## config.mk

```make
export PLATFORM = sky130hd
export DESIGN_NAME = pll_frac_divider_config_regs
export DESIGN_NICKNAME = d
export VERILOG_FILES = /design/src/rtl/pll_cfg_pkg.sv /design/src/rtl/pll_frac_divider_config_regs.sv
export SDC_FILE = /design/constraint.sdc
export NUM_CORES = 1
export LEC_CHECK = 0
export BUFFER_PORTS_ARGS = -buffer_cell sky130_fd_sc_hd__buf_2
export CELL_PAD_IN_SITES_DETAIL_PLACEMENT = 1
export CELL_PAD_IN_SITES_GLOBAL_PLACEMENT = 1
export CORE_MARGIN = 2
export CORE_UTILIZATION = 43
export DETAILED_ROUTE_END_ITERATION = 7
export PLACE_DENSITY_LB_ADDON = 0.1
export SLEW_MARGIN = 30
export SYNTH_ARGS = -nofsm -noshare
export SYNTH_HDL_FRONTEND = slang
export SYNTH_SLANG_ARGS = --single-unit
```

## constraint.sdc

```tcl
create_clock -name pclk -period 3.5 [get_ports pclk]
set_clock_uncertainty 0.05 [all_clocks]
set_input_delay 0.35 -clock pclk [delete_from_list [all_inputs] [get_ports pclk]]
set_output_delay 0.35 -clock pclk [all_outputs]
set_load 0.02 [all_outputs]
```

## src/rtl/pll_cfg_pkg.sv

```systemverilog
// Register map, field layout and reset values of the synthesizer
// feedback configuration bank.
// Assumes a 32-bit APB slave with one aligned word per register.
package pll_cfg_pkg;

  // ----------------------------------------------------------------
  // Register indices (byte address is four times the index)
  // ----------------------------------------------------------------
  typedef logic [7:0] byte_t;

  localparam int    NUM_REGS              = 10;
  localparam byte_t IDX_INT_DIVIDER_HIGH  = 8'h3A;
  localparam byte_t IDX_INT_DIVIDER_LOW   = 8'h3B;
  localparam byte_t IDX_FRAC_NUM_HIGH     = 8'h3C;
  localparam byte_t IDX_FRAC_NUM_MID      = 8'h3D;
  localparam byte_t IDX_FRAC_NUM_LOW      = 8'h3E;
  localparam byte_t IDX_FRAC_DEN_HIGH     = 8'h3F;
  localparam byte_t IDX_FRAC_DEN_MID      = 8'h40;
  localparam byte_t IDX_FRAC_DEN_LOW      = 8'h41;
  localparam byte_t IDX_MODULATOR_CONTROL = 8'h42;
  localparam byte_t IDX_LOOP_RESISTOR     = 8'h43;
  localparam int    BYTE_ADDR_SHIFT       = 2;

  // Storage slots, in index order
  localparam int SLOT_INT_HIGH = 0;
  localparam int SLOT_INT_LOW  = 1;
  localparam int SLOT_NUM_HIGH = 2;
  localparam int SLOT_NUM_MID  = 3;
  localparam int SLOT_NUM_LOW  = 4;
  localparam int SLOT_DEN_HIGH = 5;
  localparam int SLOT_DEN_MID  = 6;
  localparam int SLOT_DEN_LOW  = 7;
  localparam int SLOT_MODCTL   = 8;
  localparam int SLOT_LOOP_RES = 9;

  localparam byte_t REG_INDEX [NUM_REGS] = '{
    IDX_INT_DIVIDER_HIGH, IDX_INT_DIVIDER_LOW, IDX_FRAC_NUM_HIGH,
    IDX_FRAC_NUM_MID, IDX_FRAC_NUM_LOW, IDX_FRAC_DEN_HIGH,
    IDX_FRAC_DEN_MID, IDX_FRAC_DEN_LOW, IDX_MODULATOR_CONTROL,
    IDX_LOOP_RESISTOR};

  // ----------------------------------------------------------------
  // Writable bits and reset values
  // ----------------------------------------------------------------
  localparam byte_t WRITE_MASK [NUM_REGS] = '{
    8'h0F, 8'hFF, 8'h3F, 8'hFF, 8'hFF, 8'h3F, 8'hFF, 8'hFF, 8'h0F, 8'h3F};
  localparam byte_t RESET_VAL [NUM_REGS] = '{
    8'h00, 8'h66, 8'h00, 8'h00, 8'h00, 8'h00, 8'h00, 8'h00, 8'h0C, 8'h24};

  // ----------------------------------------------------------------
  // Fields and widths
  // ----------------------------------------------------------------
  localparam int INT_DIV_W   = 12;
  localparam int FRAC_W      = 22;
  localparam int RES_CODE_W  = 6;
  localparam int DITHER_LSB  = 2;
  localparam int ORDER_LSB   = 0;
  localparam logic [11:0] MIN_RATIO = 12'h001;

  typedef enum logic [1:0] {
    DITHER_WEAK     = 2'h0,
    DITHER_MEDIUM   = 2'h1,
    DITHER_STRONG   = 2'h2,
    DITHER_DISABLED = 2'h3
  } dither_mode_e;

  typedef enum logic [1:0] {
    ORDER_INTEGER = 2'h0,
    ORDER_FIRST   = 2'h1,
    ORDER_SECOND  = 2'h2,
    ORDER_THIRD   = 2'h3
  } mash_order_e;

endpackage

```

## src/rtl/pll_frac_divider_config_regs.sv

```systemverilog
// APB register bank that holds the feedback divider, fraction and
// modulator settings of the first synthesizer.
// Assumes an APB master on pclk; all synthesizer config outputs are static levels.
//
// The APB interface to the registers was chosen for this implementation.
`timescale 1ns/1ps

// Contract
// - The integer divider is 12 bits, nibble from the high register.
// - Divider codes zero and one divide by one, others by the code.
// - After reset the divider high nibble is zero and low byte 0x66.
// - The 22-bit numerator is built from three bytes, all reset zero.
// - The 22-bit denominator is built the same way, all reset zero.
// - Dither select at bits 3:2 resets to dither disabled.
// - Modulator order at bits 1:0 resets to integer mode.
// - The six-bit loop resistor code resets to 0x24.
module pll_frac_divider_config_regs
  import pll_cfg_pkg::*;
#(
  parameter int PADDR_W = 12
) (
  // Clock and reset
  input  logic                             pclk,
  input  logic                             presetn,
  // APB slave
  input  logic                             psel,
  input  logic                             penable,
  input  logic                             pwrite,
  input  logic [PADDR_W-1:0]               paddr,
  input  logic [31:0]                      pwdata,
  input  logic [3:0]                       pstrb,
  output logic [31:0]                      prdata,
  output logic                             pready,
  output logic                             pslverr,
  // Synthesizer configuration
  output logic [pll_cfg_pkg::INT_DIV_W-1:0] integer_feedback_divider,
  output logic [pll_cfg_pkg::INT_DIV_W-1:0] divide_ratio,
  output logic [pll_cfg_pkg::FRAC_W-1:0]    fraction_numerator,
  output logic [pll_cfg_pkg::FRAC_W-1:0]    fraction_denominator,
  output pll_cfg_pkg::dither_mode_e         dither_select,
  output pll_cfg_pkg::mash_order_e          modulator_order,
  output logic [pll_cfg_pkg::RES_CODE_W-1:0] loop_resistor_code
);

  import pll_cfg_pkg::*;

  // ----------------------------------------------------------------
  // Elaboration check
  // ----------------------------------------------------------------
  // Highest byte address is 0x10C, so nine address bits are needed
  if (PADDR_W < 9 || PADDR_W > 32) begin : g_bad_width
    $error("PADDR_W must lie between 9 and 32");
  end

  // ----------------------------------------------------------------
  // Decode
  // ----------------------------------------------------------------
  localparam logic [3:0] NO_SLOT = 4'hF;

  // Maps a byte address to a storage slot, NO_SLOT when unmapped
  // A linear search keeps the map in one table; ten compares are cheap
  function automatic logic [3:0] decode_slot(
    input logic [PADDR_W-1:0] addr
  );
    logic [3:0] slot;
    slot = NO_SLOT;
    for (int i = 0; i < NUM_REGS; i++) begin
      if (addr == PADDR_W'({REG_INDEX[i], 2'h0})) begin
        slot = 4'(i);
      end
    end
    return slot;
  endfunction

  logic [7:0]  cfg_ff [NUM_REGS];
  logic [3:0]  acc_slot;
  logic        setup_phase;
  logic        wr_en;
  logic        pready_ff;
  logic        pslverr_ff;
  logic [31:0] prdata_ff;
  logic [INT_DIV_W-1:0] ratio_ff;
  logic [INT_DIV_W-1:0] nxt_ratio;
  logic [INT_DIV_W-1:0] int_code;

  assign acc_slot    = decode_slot(paddr);
  assign setup_phase = psel && !penable;
  // A write lands only at the completing edge of a good access
  assign wr_en = psel && penable && pready_ff && pwrite
                 && !pslverr_ff && pstrb[0];

  // ----------------------------------------------------------------
  // APB handshake
  // ----------------------------------------------------------------
  // Ready is raised for the access phase that follows each setup,
  // so every transfer finishes with no wait state.
  always_ff @(posedge pclk or negedge presetn) begin
    if (!presetn) begin
      pready_ff <= 1'b0;
    end else begin
      pready_ff <= setup_phase;
    end
  end

  // Unmapped or unaligned addresses answer with an error
  always_ff @(posedge pclk or negedge presetn) begin
    if (!presetn) begin
      pslverr_ff <= 1'b0;
    end else begin
      pslverr_ff <= setup_phase && (acc_slot == NO_SLOT);
    end
  end

  // Captured at setup so the word stands through the access cycle
  // read zero fill
  always_ff @(posedge pclk or negedge presetn) begin
    if (!presetn) begin
      prdata_ff <= 32'h0000_0000;
    end else if (setup_phase && !pwrite && acc_slot != NO_SLOT) begin
      prdata_ff <= {24'h00_0000, cfg_ff[acc_slot]};
    end else if (setup_phase) begin
      prdata_ff <= 32'h0000_0000;
    end
  end

  // ----------------------------------------------------------------
  // Register storage
  // ----------------------------------------------------------------
  // reset values and write
  always_ff @(posedge pclk or negedge presetn) begin
    if (!presetn) begin
      for (int i = 0; i < NUM_REGS; i++) begin
        cfg_ff[i] <= RESET_VAL[i];
      end
    end else if (wr_en && acc_slot != NO_SLOT) begin
      cfg_ff[acc_slot] <= pwdata[7:0] & WRITE_MASK[acc_slot];
    end
  end

  // ----------------------------------------------------------------
  // Divide ratio
  // ----------------------------------------------------------------
  // integer divider assembly
  assign int_code = {cfg_ff[SLOT_INT_HIGH][3:0], cfg_ff[SLOT_INT_LOW]};

  always_comb begin
    nxt_ratio = int_code;
    if (int_code < 12'h002) begin
      nxt_ratio = MIN_RATIO;
    end
  end

  // Registered so the output comes from a flop; lags by one cycle
  always_ff @(posedge pclk or negedge presetn) begin
    if (!presetn) begin
      ratio_ff <= {RESET_VAL[SLOT_INT_HIGH][3:0], RESET_VAL[SLOT_INT_LOW]};
    end else begin
      ratio_ff <= nxt_ratio;
    end
  end

  // ----------------------------------------------------------------
  // Outputs
  // ----------------------------------------------------------------
  assign prdata  = prdata_ff;
  assign pready  = pready_ff;
  assign pslverr = pslverr_ff;
  assign divide_ratio = ratio_ff;
  assign integer_feedback_divider = int_code;
  assign fraction_numerator = {cfg_ff[SLOT_NUM_HIGH][5:0],
                               cfg_ff[SLOT_NUM_MID], cfg_ff[SLOT_NUM_LOW]};
  assign fraction_denominator = {cfg_ff[SLOT_DEN_HIGH][5:0],
                                 cfg_ff[SLOT_DEN_MID], cfg_ff[SLOT_DEN_LOW]};
  assign dither_select =
    dither_mode_e'(cfg_ff[SLOT_MODCTL][DITHER_LSB +: 2]);
  assign modulator_order =
    mash_order_e'(cfg_ff[SLOT_MODCTL][ORDER_LSB +: 2]);
  assign loop_resistor_code = cfg_ff[SLOT_LOOP_RES][RES_CODE_W-1:0];

  // ----------------------------------------------------------------
  // Assertions
  // ----------------------------------------------------------------
  logic first_ff;

  // High only on the first edge after reset is released
  always_ff @(posedge pclk or negedge presetn) begin
    if (!presetn) begin
      first_ff <= 1'b1;
    end else begin
      first_ff <= 1'b0;
    end
  end

  // ----------------------------------------------------------------
  // Further checks
  // ----------------------------------------------------------------
  // High while every stored byte has its reserved bits clear
  logic reserved_clean;

  always_comb begin
    reserved_clean = 1'b1;
    for (int i = 0; i < NUM_REGS; i++) begin
      if ((cfg_ff[i] & ~WRITE_MASK[i]) != 8'h00) begin
        reserved_clean = 1'b0;
      end
    end
  end
endmodule

```

Word-level counts from Yosys, hierarchy flattened
Memory sizes are Yosys's and may differ from the RTL's.
Index checks and enable logic that the tools add are counted.
Word-level totals
  word-level logic and storage cells: 68
  register bits after elaboration: 126
  ROM bits: 128
  RAM bits: 0
  memories: 1
  bits in latches: 0
Operators by class
  divide/modulo/power cells: 0
  eq/ne operators: 12
  $add $sub $neg: 0
  muxes and demuxes: 21
  $mul: 0
  reduce and logical (&&, ||, !) cells: 15
  bitwise gates (word level): 2
  magnitude comparators: 3
  shifts and indexed selects: 0
Memories
  (name not given): depth 16, width 8, read ports 1, clocked after memory_dff 0, write ports 0, line pll_frac_divider_config_regs.sv:136  | cfg_ff[acc_slot] <= pwdata[7:0] & WRITE_MASK[acc_slot];
Operators with widths (count)
  $bwmux 80: 1
  $eq 12x8->1 const B: 6
  $mux 32: 2
  $eq 12x9->1 const B: 4
  $mux 4: 10
  $mux 8: 5
  $bmux 8 s4: 1
  $demux 8 s4: 1
  $lt 12x2->1 const B: 1
  $mux 12: 1
  $logic_and 1x1->1: 11
  $and 8x8->8: 1
  $ge 5x5->1 const B: 1
  $lt 5x1->1 const B: 1
  $not 4->5: 1
  $eq 4x4->1 const B: 1
  $ne 4x4->1 const B: 1
  $logic_not 1->1: 3
  $reduce_bool 2->1: 1

Logic depth before layout (Yosys ltp)
Gate-level depths: netlist of the first run.
  word-level depth: 17
  depth in mapped cells: 10

Least setup slack after synthesis of the first run
OpenSTA, ideal clock, no wires.
  path kind: input to register
  start point: input paddr[11]
  end point: register cfg_ff (netlist bit fraction_numerator[20])
  setup slack: 1.065 ns
  library setup time: 0.125 ns
  arrival time: 2.260 ns
  cell stages on the path: 6
  cell sequence: or4_1 buf_2 nor3_2 nand2_4 a211oi_4 mux2_2
On the way
  longest elaborated chain between the ends: 17
  elaborated cells between the ends (all ways): 33
  classes of those cells: 2 x order compare; 11 x eq/ne; 15 x mux; 2 x bitwise; 2 x reduce/logical; 1 x memory
Ends and longest elaborated chain
  start, declared: line pll_frac_divider_config_regs.sv:29  | input logic [PADDR_W-1:0] paddr,
  $eq 12x8->1: line pll_frac_divider_config_regs.sv:68  | if (addr == PADDR_W'({REG_INDEX[i], 2'h0})) begin
  $mux 4 (9 in a row): line pll_frac_divider_config_regs.sv:68
  $mux 4 *: line pll_frac_divider_config_regs.sv:68
  $not 4->5 (implied by the code): line pll_frac_divider_config_regs.sv:136
  $mem_v2 16x8 (tied with other cells)
  $mux 8 (implied by the code) / $logic_and 1x1->1 (equally long branches): line pll_frac_divider_config_regs.sv:136
  $mux 8 (implied by the code): line pll_frac_divider_config_regs.sv:136
  $and 8x8->8 / $demux 8 s4 (equally long branches): line pll_frac_divider_config_regs.sv:136
  $bwmux 80: line pll_frac_divider_config_regs.sv:136
  end signal, assigned by index: line pll_frac_divider_config_regs.sv:133  | cfg_ff[i] <= RESET_VAL[i];
  end signal, assigned by index: line pll_frac_divider_config_regs.sv:136
  end, declared: line pll_frac_divider_config_regs.sv:75  | logic [7:0] cfg_ff [NUM_REGS];
Mark *: on every way between the ends. The rest lies on a longest branch, timed or not. The select of a mux whose other input is x is not followed.
A chain may end at the register's enable or synchronous reset.

Worst setup path in the final report of the first run
  start point: input paddr[5]
  end point: register cfg_ff (netlist bit fraction_denominator[16])
The elaborated chain is that of the path after synthesis.

==> results of run 1 <==
-- final timing paths --
kind / to / slack (ps) / cells after the start
max: fraction_denominator[16] / 830 / 7
min: divide_ratio[4] / 4 / 1
max reg2reg: fraction_denominator[16] / 990 / 6
min reg2reg: divide_ratio[1] / 340 / 0
max in group asynchronous: dither_select[1] / 2630 / 2
min in group pclk: loop_resistor_code[5] / 290 / 3
-- state kept, by name (all words and copies together) (netlist names) --
| signal | flops |
|---|---|
| cfg_ff | 14 |
| pslverr | 1 |
| fraction_numerator | 22 |
| fraction_denominator | 22 |
| dither_select | 2 |
| divide_ratio | 12 |
| modulator_order | 2 |
| prdata | 8 |
| pready | 1 |
| loop_resistor_code | 6 |
| integer_feedback_divider | 12 |
-- critical path: stages --
cell and delay, ps:
buf_2 110, or4b_1 740, o22ai_1 320, nand3_1 230, nor3_2 530, buf_4 240, mux2_2 330
-- power by group through the flow --
stage	logic [W]	registers [W]	clock network, W
global placement	0.000121	0.00120	0
global route	0.000136	0.00118	0.00109
floorplan	0.0000810	0.00120	0
CTS	0.000123	0.00118	0.00104
detailed placement	0.000123	0.00120	0
finish	0.000123	0.00118	0.00101
-- per-layer routing --
| layer | GRT usage | wire length (um) |
|---|---|---|
| met3 | 0.0465 | 724 |
| met2 | 0.336 | 6740 |
| met5 | 0 | 0 |
| met1 | 0.301 | 6930 |
| met4 | 0.0572 | 170 |
-- kinds of logic (layout without fill, tap and decap cells) --
| kind of cell | count (synthesis) | after routing |
|---|---|---|
| multiplexers | 63 | 63 |
| flip-flops | 102 | 102 |
| AO/OA/AOI/OAI | 81 | 81 |
| AND/OR/NAND/NOR | 125 | 125 |
| buffers and inverters | 129 | 145 |
| XOR/XNOR | 1 | 1 |
| other | 1 | 24 |
-- cells in the mapped netlist (7+ instances only) --
cell type / number / share of area
nand3_1: 17 / 0.015
nand2_1: 44 / 0.030
a21oi_1: 11 / 0.0099
dfrtp_1: 90 / 0.40
buf_2: 9 / 0.0081
buf_4: 91 / 0.12
a31oi_1: 8 / 0.0090
and2_1: 12 / 0.013
mux2_2: 40 / 0.081
nand4_1: 7 / 0.0079
dfstp_2: 12 / 0.057
clkbuf_1: 19 / 0.013
mux2_4: 14 / 0.038
o21ai_0: 14 / 0.013
-- area by class of cell --
type / count / share of cell area
tap: 172 / 0.0359
inverter: 3 / 0.00188
sequential: 102 / 0.428
clock inverter: 3 / 0.00772
timing repair buffer: 126 / 0.112
multi-input combinational: 294 / 0.373
clock buffer: 13 / 0.0417
-- per-stage QoR --
| stage | utilization | cell area (sq um) | setup slack, ps |
|---|---|---|---|
| finish | 0.475 | 6000 | 826 |
| global route | 0.475 | 6000 | 754 |
| CTS | 0.475 | 6000 | 861 |
| detailed placement | 0.452 | 5700 | 503 |
| global placement | 0.451 | 5700 | 547 |
| floorplan | - | 5660 | 1070 |
==> reports/metrics.csv, run 1 <==
metric,value,unit
status,finished clean,
initial core utilization,0.442,
final hold vios,0,
Final period util,0.764,
Critical Path Source Type,input port,
Internal,0.00178,W
initial antenna violation count,0,
drt pass-1 iters,4,
first-pass GRT wire length,23100,um
"Cell Area, Synth",5580,sq um
post-route setup TNS,0,ps
antenna cell count,0,
max_slew headroom,0.491,
crit path launch,paddr[5],
final estimated routing congestion in global placement,0.868,
Die Y,118,um
fin. max-slew vios,0,
largest net degree at the start of global routing,83,
"Max FO, Critical Path",8,
CTS tree,yes,
ys async rst share,1.00,
post-DP HPWL,10900,um
Longest Clk Path Bufs,2,
"commonest cells after routing, fill and taps aside","buf_2 (112), dfrtp_1 (90), nand2_1 (44), mux2_2 (40), conb_1 (24)",
Layout Cells excl Fill,713,
data arrival time of the critical path,2850,ps
Post-CTS Setup Bufs,0,
Seq cells post-synth,102,
Hold WS,4.49,ps
post-DR vias/cell,5.34,
Worst-path clk slew,60,ps
P per Cell Area,386,nW/um^2
final count of negative-setup-slack endpoints,0,
largest family of logic cells by synthesized area,buffers and inverters,
total wire length,14600,um
DIE AREA,13900,sq um
port bufs,113,
CP endpoint kind,flip-flop,
compound-gate portion of the synthesized area,0.119,
"EDFF count, synth",0,
Iteration-0 DRC Markers,188,
Yosys warning total,0,
CP Data Required Time,3670,ps
leakage power,3.03,nW
vias in the first global route,3936,
wire per inst,20.4,um
sequential power share,0.510,
grt ovf,0,
core box area,12600,sq um
synth-to-layout area growth,7.51,%
Post-Synth Simple-Gate Area,0.127,
Synth Area per Inst,11.1,sq um
FILL cells,1427,
clock tree sinks,102,
FMAX,374,MHz
Final min period,2670,ps
Post-DRT Antenna Nets,0,
# DRC,0,
switching pwr,0.000531,W
Hold Buf Count CTS,0,
GR Util All Layers,0.214,
Hold Crit Class,in2async,
Sw Share,0.230,
xor/xnor share of the synthesized area,0.00157,
unrepaired setup endpoints after global routing,false,
Post-Syn Instances,502,
transition time at the pin with the least slew margin,764,ps
placed instance count,697,
# IOs,165,
Std-Cell Rows,41,
Most used DFF post-synth,dfrtp_1,
r2r startpoint,pslverr,
Max VDD drop,0.000263,V
FF/Latch Area,2570,sq um
Final #Nets,589,
"Power, Total",0.00231,W
H-tree depth,3,
clk root buf,clkbuf_16,
clk_lat worst skew,350,ps
sequential element share of the synthesized area,0.460,
"commonest non-fill, non-tap cell in the layout",buf_2,
Gate power share,0.053,
Num CTS Buffers,9,
mux cell area share after synthesis,0.138,
layout cells sized above 1,0.423,
die width,118,um
footprint of the multi-input gates,2240,sq um
Crit Path Category,in2reg,
post-cts sizing count,0,
Clk pwr share,0.436,
area share of fa/ha/maj cells after synthesis,0,
Synth cell types,68,
via count,3809,
max_cap viols,0,
(Power assumes the default switching activity.)
==> run 2, diff against run 1 <==
Settings changed: CORE_UTILIZATION 43 to 40.
Clock period 3.5 ns to 2.74 ns, I/O delays scaled along.
==> reports/metrics.csv, run 2 (synthesized netlist as in run 1, its figures left out) <==
metric,value,unit
Post-CTS Setup Bufs,0,
FILL cells,1542,
Num CTS Buffers,9,
final worst slack,324,ps
dpl cell area,5880,sq um
unrepaired setup endpoints after global routing,false,
GR Util All Layers,0.219,
fin. max-slew vios,0,
data arrival time of the critical path,2610,ps
initial antenna violation count,0,
Crit Path Category,in2reg,
Hold Buf Count CTS,1,
max_slew headroom,0.427,
worst slack at placement,-28.6,ps
transition time at the pin with the least slew margin,855,ps
max_cap viols,0,
FF/Latch Area,2570,sq um
# DRC,0,
Die Y,122,um
Final period util,0.882,
post-cts sizing count,0,
largest net degree at the start of global routing,47,
CP Data Required Time,2930,ps
layout cells sized above 1,0.447,
leakage power,3.15,nW
Hold Path Origin,pwdata[6],
drt pass-1 iters,4,
final estimated routing congestion in global placement,0.867,
"commonest non-fill, non-tap cell in the layout",buf_2,
status,finished clean,
r2r startpoint,pslverr,
Worst-path clk slew,80,ps
Hold WS,173,ps
wire per inst,21.0,um
sequential power share,0.484,
hold path cells,2,
Critical Path Source Type,input port,
Gate power share,0.053,
total wire length,15500,um
Std-Cell Rows,43,
switching pwr,0.000729,W
final count of negative-setup-slack endpoints,0,
post-DP HPWL,11700,um
post-DR vias/cell,5.24,
Crit-path slowest cell,nor3_2,
"commonest cells after routing, fill and taps aside","buf_2 (112), dfrtp_1 (90), nand2_1 (44), mux2_2 (40), buf_4 (32)",
Final #Nets,610,
synth-to-layout area growth,11.6,%
Final min period,2420,ps
Hold Path Sink,fraction_numerator[6],
Worst R2R End,fraction_denominator[16],
Max VDD drop,0.000457,V
CTS tree,yes,
"setup slack, reg-to-reg",350,ps
DIE AREA,14900,sq um
port bufs,113,
clk_lat worst skew,360,ps
Longest Clk Path Bufs,2,
clock tree sinks,102,
final hold vios,0,
via count,3890,
Sw Share,0.234,
post-layout util,0.452,
Iteration-0 DRC Markers,194,
R2R depth,5,
crit path launch,paddr[5],
antenna cell count,0,
Clk pwr share,0.462,
"Buf+Inv Stages, Crit Path",1,
initial core utilization,0.405,
Post-DRT Antenna Nets,0,
Layout Cells excl Fill,742,
cell family with most CP delay,simple AND/OR/NAND/NOR gates,
P per Cell Area,500,nW/um^2
grt ovf,0,
clk root buf,clkbuf_16,
vias in the first global route,3954,
footprint of the multi-input gates,2240,sq um
"Max FO, Critical Path",8,
CP peak stage delay,760,ps
# IOs,165,
core box area,13800,sq um
die width,122,um
H-tree depth,3,
placed instance count,725,
Internal,0.00239,W
Hold Crit Class,in2reg,
worst path cell trace,"buf_2, or4b_1, o22ai_1, nand3_1, nor3_2, mux2_2",
FMAX,414,MHz
first-pass GRT wire length,24100,um
post-route design area,6220,sq um
CP endpoint kind,flip-flop,
run 2: cell types whose count changed in the layout (fill, tap and decap cells not counted):
cell and delta:
buf_4 +19, buf_12 +2, clkbuf_1 -2, inv_6 +2, buf_6 -1, bufinv_16 +1, clkinv_4 -1, clkinvlp_4 -1
dlygate4sd3_1 +1, inv_8 +1
run 2: worst max path at each step:
stage | endpoint | slack (ps) | cells after the start
6_report | fraction_denominator[16] | 320 | 6
5_1_grt | fraction_denominator[18] | 180 | 6
4_1_cts | fraction_denominator[16] | 340 | 5
3_5_place_dp | fraction_denominator[16] | -30 | 6
3_3_place_gp | fraction_denominator[16] | 70 | 6
2_1_floorplan | fraction_numerator[20] | 380 | 6
run 2: metal layers:
layer / vias up / track usage / wire (um)
li1: 1784 / - / -
met2: 102 / 0.344 / 7270
met3: 14 / 0.0459 / 725
met5: - / 0 / 0
met1: 1990 / 0.311 / 7370
met4: 0 / 0.0532 / 179
run 2: stage by stage:
step	setup TNS, ps	power (W)
final	0	0.00311
after global routing	0	0.00323
after CTS	0	0.00315
after detailed placement	-85.3	0.00170
after global placement	0	0.00170
after floorplan	0	0.00164
run 2: area by class of cell:
class	instances	share of cell area
sequential	102	0.413
multi-input combinational	294	0.359
timing repair buffer	147	0.137
clock buffer	11	0.0390
tap	180	0.0362
clock inverter	5	0.0143
inverter	3	0.00181
run 2: power groups by stage:
| stage | combinational [W] | sequential, W | clock (W) |
|---|---|---|---|
| CTS | 0.000168 | 0.00151 | 0.00147 |
| floorplan | 0.000103 | 0.00154 | 0 |
| finish | 0.000166 | 0.00151 | 0.00144 |
| detailed placement | 0.000167 | 0.00154 | 0 |
| global placement | 0.000164 | 0.00154 | 0 |
| global route | 0.000184 | 0.00151 | 0.00153 |
==> run 3, diff against run 2 <==
Settings changed: GPL_TIMING_DRIVEN set to 0, TNS_END_PERCENT set to 10.
==> reports/metrics.csv, run 3 (synthesized netlist as in run 1, its figures left out) <==
metric,value,unit
status,finished clean,
die width,122,um
initial core utilization,0.405,
cell family with most CP delay,simple AND/OR/NAND/NOR gates,
FMAX,375,MHz
Max VDD drop,0.000246,V
Clk pwr share,0.440,
antenna cell count,0,
Worst path most repeated cell,buf_2,
transition time at the pin with the least slew margin,750,ps
placed instance count,814,
post-route setup TNS,0,ps
port bufs,108,
first-pass GRT wire length,24900,um
# DRC,0,
met3 Usage GRT,0.0375,
CP peak stage delay,540,ps
Internal,0.00233,W
Post-CTS Setup Bufs,0,
busiest grt layer,met2,
r2r startpoint,pslverr,
"Buf+Inv Stages, Crit Path",2,
post-DR vias/cell,5.15,
max_slew headroom,0.495,
sequential power share,0.497,
Layout Cells excl Fill,830,
synth-to-layout area growth,21.6,%
wire per inst,19.4,um
Worst-path clk slew,70,ps
final hold vios,0,
post-layout util,0.493,
H-tree depth,3,
final worst slack,70.8,ps
CTS tree,yes,
data arrival time of the critical path,2860,ps
drt pass-1 iters,4,
worst slack at placement,-456,ps
initial antenna violation count,0,
"Max FO, Critical Path",8,
vias in the first global route,4261,
worst path cell trace,"buf_2, or4_1, buf_2, or2_2, a21oi_1, nand4_1, mux2_2",
Post-DRT Antenna Nets,0,
clk_lat worst skew,350,ps
FILL cells,1554,
switching pwr,0.000705,W
"commonest non-fill, non-tap cell in the layout",buf_2,
post-DP HPWL,12000,um
Critical Path Source Type,input port,
Num CTS Buffers,9,
Final #Nets,698,
Std-Cell Rows,43,
DIE AREA,14900,sq um
CP Data Required Time,2930,ps
Longest Clk Path Bufs,2,
Sw Share,0.232,
max_cap viols,0,
CP endpoint kind,flip-flop,
layout cells sized above 1,0.485,
# IOs,165,
grt ovf,0,
P per Cell Area,447,nW/um^2
Final period util,0.974,
final count of negative-setup-slack endpoints,0,
final estimated routing congestion in global placement,0.913,
Crit-path slowest cell,nand4_1,
"commonest cells after routing, fill and taps aside","buf_2 (116), buf_4 (91), dfrtp_1 (90), nand2_1 (44), mux2_2 (40)",
clk root buf,clkbuf_16,
routing usage on met2,0.359,
Die Y,122,um
leakage power,3.54,nW
met1 Use GR,0.314,
unrepaired setup endpoints after global routing,true,
largest net degree at the start of global routing,53,
clock tree sinks,102,
Hold Path Origin,pwdata[5],
Gate power share,0.063,
Crit Path Category,in2reg,
Hold Crit Class,in2reg,
Final min period,2670,ps
via count,4273,
GR Util All Layers,0.224,
Iteration-0 DRC Markers,169,
core box area,13800,sq um
crit path launch,paddr[11],
fin. max-slew vios,0,
total wire length,16100,um
==> run 3: cell count changes in the layout (fill, tap and decap cells not counted), sizes merged <==
cell / before / now
bufinv: 2 / 1
inv: 6 / 4
clkbuf: 11 / 32
buf: 146 / 216
==> run 3: final timing paths <==
path,end,slack [ps],cells past startpoint
setup / recovery,integer_feedback_divider[8],70,7
hold / removal,loop_resistor_code[5],200,3
setup reg to reg,fraction_denominator[17],300,5
hold reg to reg,divide_ratio[1],430,1
max in group asynchronous,integer_feedback_divider[1],1540,3
min in group asynchronous,loop_resistor_code[0],410,2
==> run 3: tightest hold or removal path: cells and delay by family <==
family,cells,cell delay (ps)
compound gates,1,100
buf+inv,1,110
simple gates,1,100
==> run 3: area by class of cell <==
type	instances	area, sq um	share of cell area
tap	180	225	0.0332
multi-input combinational	294	2250	0.332
timing repair buffer	110	584	0.0861
buffer	125	845	0.124
inverter	3	11.3	0.00166
clock buffer	14	264	0.0389
sequential	102	2570	0.378
clock inverter	2	38.8	0.00572
==> run 3: repair_timing <==
item	CTS	global route
endpoints found under the hold margin	45	0
pin swaps	0	0
cloned	0	0
endpoints found under the setup margin	13	3
gates resized for setup	2	0
hold buffers	1	0
==> run 3: metrics by stage <==
| stage | hold WS (ps) | instance area, sq um | power (W) |
|---|---|---|---|
| after CTS | 201 | 6790 | 0.00306 |
| after global routing | 220 | 6790 | 0.00312 |
| after detailed placement | 221 | 6460 | 0.00173 |
| final | 199 | 6790 | 0.00303 |
| after floorplan | -71.6 | 5660 | 0.00164 |
| after global placement | 418 | 6430 | 0.00172 |
==> run 3: metal layers <==
layer,up-vias,part of all wire
met5,-,0
met4,0,0.0097
met3,16,0.048
met2,112,0.49
met1,2188,0.45
li1,1957,-
==> run 3: power by group through the flow <==
| stage | Clock, W | Sequential (W) | Combinational [W] |
|---|---|---|---|
| floorplan | 0 | 0.00154 | 0.000103 |
| global placement | 0 | 0.00154 | 0.000180 |
| detailed placement | 0 | 0.00154 | 0.000190 |
| CTS | 0.00136 | 0.00151 | 0.000192 |
| global route | 0.00140 | 0.00151 | 0.000210 |
| finish | 0.00133 | 0.00151 | 0.000192 |
